===== src/supply_core_reset_pkg.sv =====
// Constants shared by the supply controller core reset logic.
// Assumes a single 250 MHz system clock and a slow clock built as an enable.
package supply_core_reset_pkg;

	// System clock rate
	localparam int unsigned CLK_HZ = 250_000_000;
	// Slow clock rate
	localparam int unsigned SLOW_CLK_HZ = 32_768;
	// System cycles per slow cycle, rounded up so a slow period is never short
	localparam int unsigned SLOW_DIV_CYCLES =
		(CLK_HZ + SLOW_CLK_HZ - 1) / SLOW_CLK_HZ;

	// Width of the slow-tick counters
	localparam int unsigned TICK_CNT_W = 2;
	// Slow ticks seen to guarantee at least one whole slow period has passed
	localparam logic [1:0] HOLD_TICKS = 2'h2;
	// Slow ticks of lost brownout-ok that prove more than one slow period
	localparam logic [1:0] LOSS_TICKS = 2'h2;

	// Sequencer states, one-hot
	typedef enum logic [4:0] {
		ST_POR      = 5'h01,
		ST_WAIT_SUP = 5'h02,
		ST_RUN      = 5'h04,
		ST_HOLD     = 5'h08,
		ST_STANDBY  = 5'h10
	} seq_state_t;

endpackage


===== src/slow_tick_gen.sv =====
// Slow clock enable generator.
// Assumes a single free-running system clock and synchronous reset.
`timescale 1ns/1ps
`default_nettype none
module slow_tick_gen #(
	parameter int unsigned DIV = 7630
) (
	input  wire logic clk,
	input  wire logic resetn,
	output var  logic tick
);

	localparam int unsigned CW = $clog2(DIV + 1);
	localparam logic [CW-1:0] LAST = CW'(DIV - 1);

	logic [CW-1:0] count_q;
	logic [CW-1:0] count_d;
	logic          tick_q;
	logic          tick_d;

	// Wrap counter, one pulse per slow period
	always_comb begin
		tick_d  = 1'b0;
		count_d = count_q + 1'b1;
		if (count_q == LAST) begin
			count_d = '0;
			tick_d  = 1'b1;
		end
	end

	// Registers only
	always_ff @(posedge clk) begin
		if (!resetn) begin
			count_q <= '0;
			tick_q  <= 1'b0;
		end else begin
			count_q <= count_d;
			tick_q  <= tick_d;
		end
	end

	assign tick = tick_q;

endmodule
`default_nettype wire


===== src/supply_core_reset_control.sv =====
// Core-domain reset sequencer of the supply controller.
// Assumes inputs synchronous to clk; resetn stands for the power-on cell.
`timescale 1ns/1ps
`default_nettype none
module supply_core_reset_control #(
	parameter int unsigned SLOW_DIV =
		supply_core_reset_pkg::SLOW_DIV_CYCLES
) (
	input  wire logic clk,
	input  wire logic resetn,
	input  wire logic backupResetInN,
	input  wire logic coreSupplyGood,
	input  wire logic shutdownReq,
	input  wire logic supplyMonitorDetect,
	input  wire logic supplyMonitorResetEn,
	input  wire logic brownoutOk,
	input  wire logic brownoutResetEn,
	output var  logic coreResetN,
	output var  logic regulatorStandby,
	output var  logic regulatorShutdownOut,
	output var  logic supplyMonitorEvent,
	output var  logic brownoutEvent
);
	import supply_core_reset_pkg::*;

	////////////////////////////////////////////////////////////////////////
	// Slow clock enable

	logic slowTick;

	slow_tick_gen #(
		.DIV (SLOW_DIV)
	) uSlowTick (
		.clk    (clk),
		.resetn (resetn),
		.tick   (slowTick)
	);

	////////////////////////////////////////////////////////////////////////
	// Detection qualification

	logic                  sysResetN;
	logic                  smFault;
	logic                  bodFault;
	logic                  bodLost;
	logic [TICK_CNT_W-1:0] lossTicks_q;
	logic [TICK_CNT_W-1:0] lossTicks_d;

	// Power-on cell and backup pin reset the sequencer alike; the slow tick generator is reset by resetn only
	assign sysResetN = resetn && backupResetInN;

	// Brownout only counts while the regulator is running
	assign bodLost = !brownoutOk && !regulatorStandby;

	// Loss must outlast one slow period; short dips never reach the count
	always_comb begin
		lossTicks_d = lossTicks_q;
		if (!bodLost) begin
			lossTicks_d = '0;
		end else if (slowTick && lossTicks_q != LOSS_TICKS) begin
			lossTicks_d = lossTicks_q + 1'b1;
		end
	end

	// Enables gate the reset path only
	assign smFault  = supplyMonitorDetect && supplyMonitorResetEn;
	assign bodFault = (lossTicks_q == LOSS_TICKS)
		&& brownoutResetEn;

	////////////////////////////////////////////////////////////////////////
	// Sequencer

	seq_state_t            state_q;
	seq_state_t            state_d;
	logic [TICK_CNT_W-1:0] holdTicks_q;
	logic [TICK_CNT_W-1:0] holdTicks_d;
	logic                  coreResetN_q;
	logic                  coreResetN_d;
	logic                  standby_q;
	logic                  standby_d;
	logic                  smEvent_q;
	logic                  smEvent_d;
	logic                  bodEvent_q;
	logic                  bodEvent_d;
	logic                  holdDone;

	assign holdDone = (holdTicks_q == HOLD_TICKS);

	// Next state, reset level and standby level
	always_comb begin
		state_d      = state_q;
		holdTicks_d  = holdTicks_q;
		coreResetN_d = coreResetN_q;
		standby_d    = standby_q;
		// Detections are reported whatever the enables say
		smEvent_d    = supplyMonitorDetect;
		bodEvent_d   = (lossTicks_q == LOSS_TICKS);
		if (slowTick && !holdDone) begin
			holdTicks_d = holdTicks_q + 1'b1;
		end
		case (state_q)
			ST_POR: begin
				// Same start-up as raising the backup supply
				coreResetN_d = 1'b0;
				standby_d    = 1'b0;
				holdTicks_d  = '0;
				state_d      = ST_WAIT_SUP;
			end
			ST_WAIT_SUP: begin
				coreResetN_d = 1'b0;
				// Release only with a regulated core supply
				// A live enabled fault keeps reset low here too
				if (coreSupplyGood && holdDone && !smFault && !bodFault) begin
					coreResetN_d = 1'b1;
					state_d      = ST_RUN;
				end
			end
			ST_RUN: begin
				if (smFault || bodFault) begin
					// Immediate assertion on the next edge
					coreResetN_d = 1'b0;
					holdTicks_d  = '0;
					state_d      = ST_HOLD;
				end else if (shutdownReq) begin
					// Reset first, supply off a cycle later
					coreResetN_d = 1'b0;
					state_d      = ST_STANDBY;
				end
			end
			ST_HOLD: begin
				// At least one full slow cycle of reset
				coreResetN_d = 1'b0;
				if (holdDone && !smFault && !bodFault) begin
					state_d = ST_WAIT_SUP;
				end
			end
			ST_STANDBY: begin
				coreResetN_d = 1'b0;
				standby_d    = shutdownReq;
				if (!shutdownReq) begin
					holdTicks_d = '0;
					state_d     = ST_WAIT_SUP;
				end
			end
			default: begin
				coreResetN_d = 1'b0;
				standby_d    = 1'b0;
				state_d      = ST_POR;
			end
		endcase
	end

	// Registers only; backup pin acts as a full reset
	always_ff @(posedge clk) begin
		if (!sysResetN) begin
			state_q      <= ST_POR;
			holdTicks_q  <= '0;
			lossTicks_q  <= '0;
			coreResetN_q <= 1'b0;
			standby_q    <= 1'b0;
			smEvent_q    <= 1'b0;
			bodEvent_q   <= 1'b0;
		end else begin
			state_q      <= state_d;
			holdTicks_q  <= holdTicks_d;
			lossTicks_q  <= lossTicks_d;
			coreResetN_q <= coreResetN_d;
			standby_q    <= standby_d;
			smEvent_q    <= smEvent_d;
			bodEvent_q   <= bodEvent_d;
		end
	end

	////////////////////////////////////////////////////////////////////////
	// Outputs

	// Reset controller fans this out to all downstream resets
	assign coreResetN           = coreResetN_q;
	assign regulatorStandby     = standby_q;
	assign regulatorShutdownOut = standby_q;  // Same flop as standby
	assign supplyMonitorEvent   = smEvent_q;
	assign brownoutEvent        = bodEvent_q;

endmodule
`default_nettype wire


===== config.mk =====
export PLATFORM = sky130hd
export DESIGN_NAME = supply_core_reset_control
export DESIGN_NICKNAME = d
export VERILOG_FILES = /design/src/supply_core_reset_pkg.sv /design/src/slow_tick_gen.sv /design/src/supply_core_reset_control.sv
export SDC_FILE = /design/constraint.sdc
export NUM_CORES = 1
export LEC_CHECK = 0
export BUFFER_PORTS_ARGS = -buffer_cell sky130_fd_sc_hd__buf_2
export CORE_ASPECT_RATIO = 0.6
export CORE_MARGIN = 2
export CORE_UTILIZATION = 51
export DETAILED_ROUTE_END_ITERATION = 10
export MAX_ROUTING_LAYER = met4
export PLACE_DENSITY = 0.82
export RECOVER_POWER = 25
export SKIP_LAST_GASP = 1
export SLEW_MARGIN = 20
export SYNTH_ARGS = -nofsm -noshare
export SYNTH_HDL_FRONTEND = slang
export SYNTH_HIERARCHICAL = 1
export SYNTH_SLANG_ARGS = --single-unit

===== constraint.sdc =====
create_clock -name clk -period 1.3 [get_ports clk]
set_input_delay 0.13 -clock clk [delete_from_list [all_inputs] [get_ports clk]]
set_output_delay 0.13 -clock clk [all_outputs]
set_load 0.1 [all_outputs]

==> flow_metrics.tcl <==
set metrics [dict create \
    status "finished, violations left" \
    violations "negative setup slack" \
    dieArea_um2 3040 \
    drc 0 \
    worstPathRequired_ns 1.46 \
    p_clk_share_pct 32.0 \
    seq_power_share_pct 57.5 \
    grtUsageMet1_pct 29.1 \
    fill_cells 180 \
    synth_warnings 6 \
    busiest_layer "met2" \
    worstHoldStart "brownoutOk" \
    place.port_buffers 13 \
    cts-root-buf "clkbuf_8" \
    gp_congestion 0.947 \
    swShare_pct 24.8 \
    critPathArrivalTime_ns 1.54 \
    fp.dieH_um 43.5 \
    worst_setup_path_start_kind "flip-flop" \
    setup_tns_ns -0.395 \
    hold_depth 2 \
    grtUsageMet2_pct 36.6 \
    drive_gt1_share_pct 38.7 \
    intPower_mw 1.12 \
    syn_area_um2 1330 \
    drtIter0Drc 146 \
    regToRegEndpoint "state_q[3]" \
    grt_pass1_wl_um 5200 \
    synth-seq-cells 27 \
    postSynthCellCount 151 \
    ir_drop_v 0.000582 \
    power_density_nw_per_um2 853 \
    worst_r2r_startpoint "lossTicks_q[0]" \
    grt_setup_unrepaired "yes" \
    hp-class "in -> reg" \
    grt_pass1_vias 1105 \
    fp-row-count 14 \
    hold_end "lossTicks_q[0]" \
    holdBufCountCts 0 \
    cts_made_buffers 3 \
    met3_usage_pct 6.28 \
    ioPinCount 14 \
    post_synth.cell_area_avg_um2 8.79 \
    drtAntennaViolNets 0 \
    timing.final.ws_setup_ns -0.0846 \
    cp_max_fo 4 \
    overflow 0 \
    power_mw 1.49 \
    setup_viol 12 \
    grt_max_degree 16 \
    worst_pin_slew_ns 0.483 \
    cts_tree "done" \
    drt-total-wl_um 3550 \
    initial_core_util_pct 53.4 \
    fmax_ghz 0.722 \
    fin_crit_sh_pct 107 \
    finalHoldViolations 0 \
    dr.pass1.iters 4 \
    cts.sinks 27 \
    num_vias 1257 \
    r2r_cells 6 \
    yosysTopAreaCellShare_pct 40.7 \
    final_max_slew_viol_count 0 \
    wire_per_inst_um 16.7 \
    coreArea_um2 2490 \
    final_cells 213 \
    clk_pin_slew_ns 0.09 \
    combinationalPowerShare_pct 10.5 \
    min_period_ns 1.38 \
    synth_area_leaders "dfxtp_1 (41%), xnor2_1 (6.6%), nor2_1 (5.7%)" \
    skew_ns 0.00104 \
    slew_headroom_pct 68.0 \
    worstSetupEndpointType "flip-flop" \
    r2r_slack_ns -0.08 \
    placed_cells 205 \
    p_leak_nw 0.651 \
    layout.nets 195 \
    die_w_um 69.9 \
    critPathKind "reg -> reg" \
    antenna_found_initial 0 \
    grt_util_all_layers_pct 22.9 \
    hpwl_um 2300 \
    p_sw_mw 0.369 \
    seq_area_frac_synth_pct 40.7 \
    insertion_delay_ns 0.27 \
    max-cap-violations 0 \
    synth_cell_type_count 33 \
    yosysTopAreaCell "dfxtp_1" \
    synth_nets 164 \
    avgViaCountPerCell 5.90 \
    antenna_cells 0 \
    area_delta_synth_final_pct 31.1 \
    ctsHtreeMaxLevel 1 \
    cts_max_path_buffers 2 \
]
## worst max path at each step
stage,start,endpoint,slack (ns)
2_1_floorplan,coreResetN,coreResetN,0.009
3_3_place_gp,lossTicks_q[0],coreResetN,-0.03
3_5_place_dp,lossTicks_q[0],state_q[3],-0.11
4_1_cts,lossTicks_q[0],state_q[3],-0.07
5_1_grt,uSlowTick/count_q[0],uSlowTick/count_q[12],-0.14
6_report,lossTicks_q[0],state_q[3],-0.08
## worst max-delay path, stage by stage (launching register included)
cell      delay, ns
dfxtp_2        0.35
inv_2          0.05
ha_4           0.17
a22o_1         0.25
o211ai_1       0.24
o21ai_1        0.08
nor2b_1        0.12
## logic make-up after synthesis
group | Yosys count | synth area share, %
buffers and inverters | 14 | 6.79
AO/OA/AOI/OAI | 21 | 9.33
flip-flops | 27 | 40.7
XOR/XNOR | 17 | 11.2
adder cells (fa/ha/maj) | 4 | 3.77
AND/OR/NAND/NOR | 68 | 28.2
## layer usage
layer,vias to the layer above,wire (µm)
met5,-,0
met4,0,36
met3,6,272
met2,66,1670
met1,595,1570
li1,590,-
## through the flow
stage / util, % / instance area [µm²] / setup slack, ns / hold WS [ns]
final: 70.0 / 1740 / -0.0846 / 0.0291
after global routing: 70.0 / 1740 / -0.139 / 0.0288
after detailed placement: 60.4 / 1500 / -0.106 / 0.326
after floorplan: - / 1340 / 0.00899 / 0.204
after global placement: 60.4 / 1500 / -0.0272 / 0.322
after CTS: 64.6 / 1610 / -0.0742 / 0.0294
## timing repair
action | CTS | global route
gates cloned | 1 | 0
setup buffers | 2 | 1
endpoints found under the setup margin | 19 | 21
gates resized for setup | 12 | 29
pin swaps | 5 | 17
## power groups by stage
stage | clock network (mW) | logic, mW | registers [mW]
final | 0.475 | 0.155 | 0.855
after global routing | 0.523 | 0.169 | 0.857
after CTS | 0.484 | 0.129 | 0.858
after detailed placement | 0 | 0.122 | 0.877
after global placement | 0 | 0.119 | 0.875
after floorplan | 0 | 0.0690 | 0.879
## flip-flops by register name, summed over array words and instances, names as in the netlist, 2 cells and up
name               flops
lossTicks_q            2
holdTicks_q            2
uSlowTick/count_q     13
state_q                5
## area by class of cell
type | count | area, µm² | area share [%]
multi-input cells | 111 | 848 | 48.7
clock inverters | 1 | 5.00 | 0.288
repair buffers | 32 | 211 | 12.1
well taps | 32 | 40.0 | 2.30
flip-flops and latches | 27 | 568 | 32.6
clock buffers | 3 | 41.3 | 2.37
inverters | 7 | 26.3 | 1.51
## cells in the final DEF, fill, tap and decap left out, types with 3 or more instances in the layout
cell / instances
nor2_2: 4
buf_4: 18
clkbuf_8: 3
and3_1: 4
dfxtp_1: 17
o21ai_0: 7
nand4_1: 5
nor3_1: 6
nand3_1: 8
nor2_1: 15
dfxtp_4: 6
dfxtp_2: 4
xnor2_1: 9
buf_2: 13
inv_1: 5
nand2_1: 6
xor2_1: 7
a21oi_1: 4
## Yosys cell counts, drive strengths merged
library cell / n
o211ai: 2
and4: 1
and3: 5
a21oi: 6
o41ai: 1
or4: 1
xor2: 7
nor4: 5
and3b: 1
a22o: 1
nand3: 9
ha: 4
nand4b: 1
nand4bb: 1
nand4: 5
nor2b: 2
and2: 1
nor2: 20
nand2: 6
nor3: 8
dfxtp: 27
nand2b: 2
inv: 7
xnor2: 10
o21ai: 9
o2111ai: 1
a22oi: 1
buf: 7
Power figures use the tool's default switching activity.
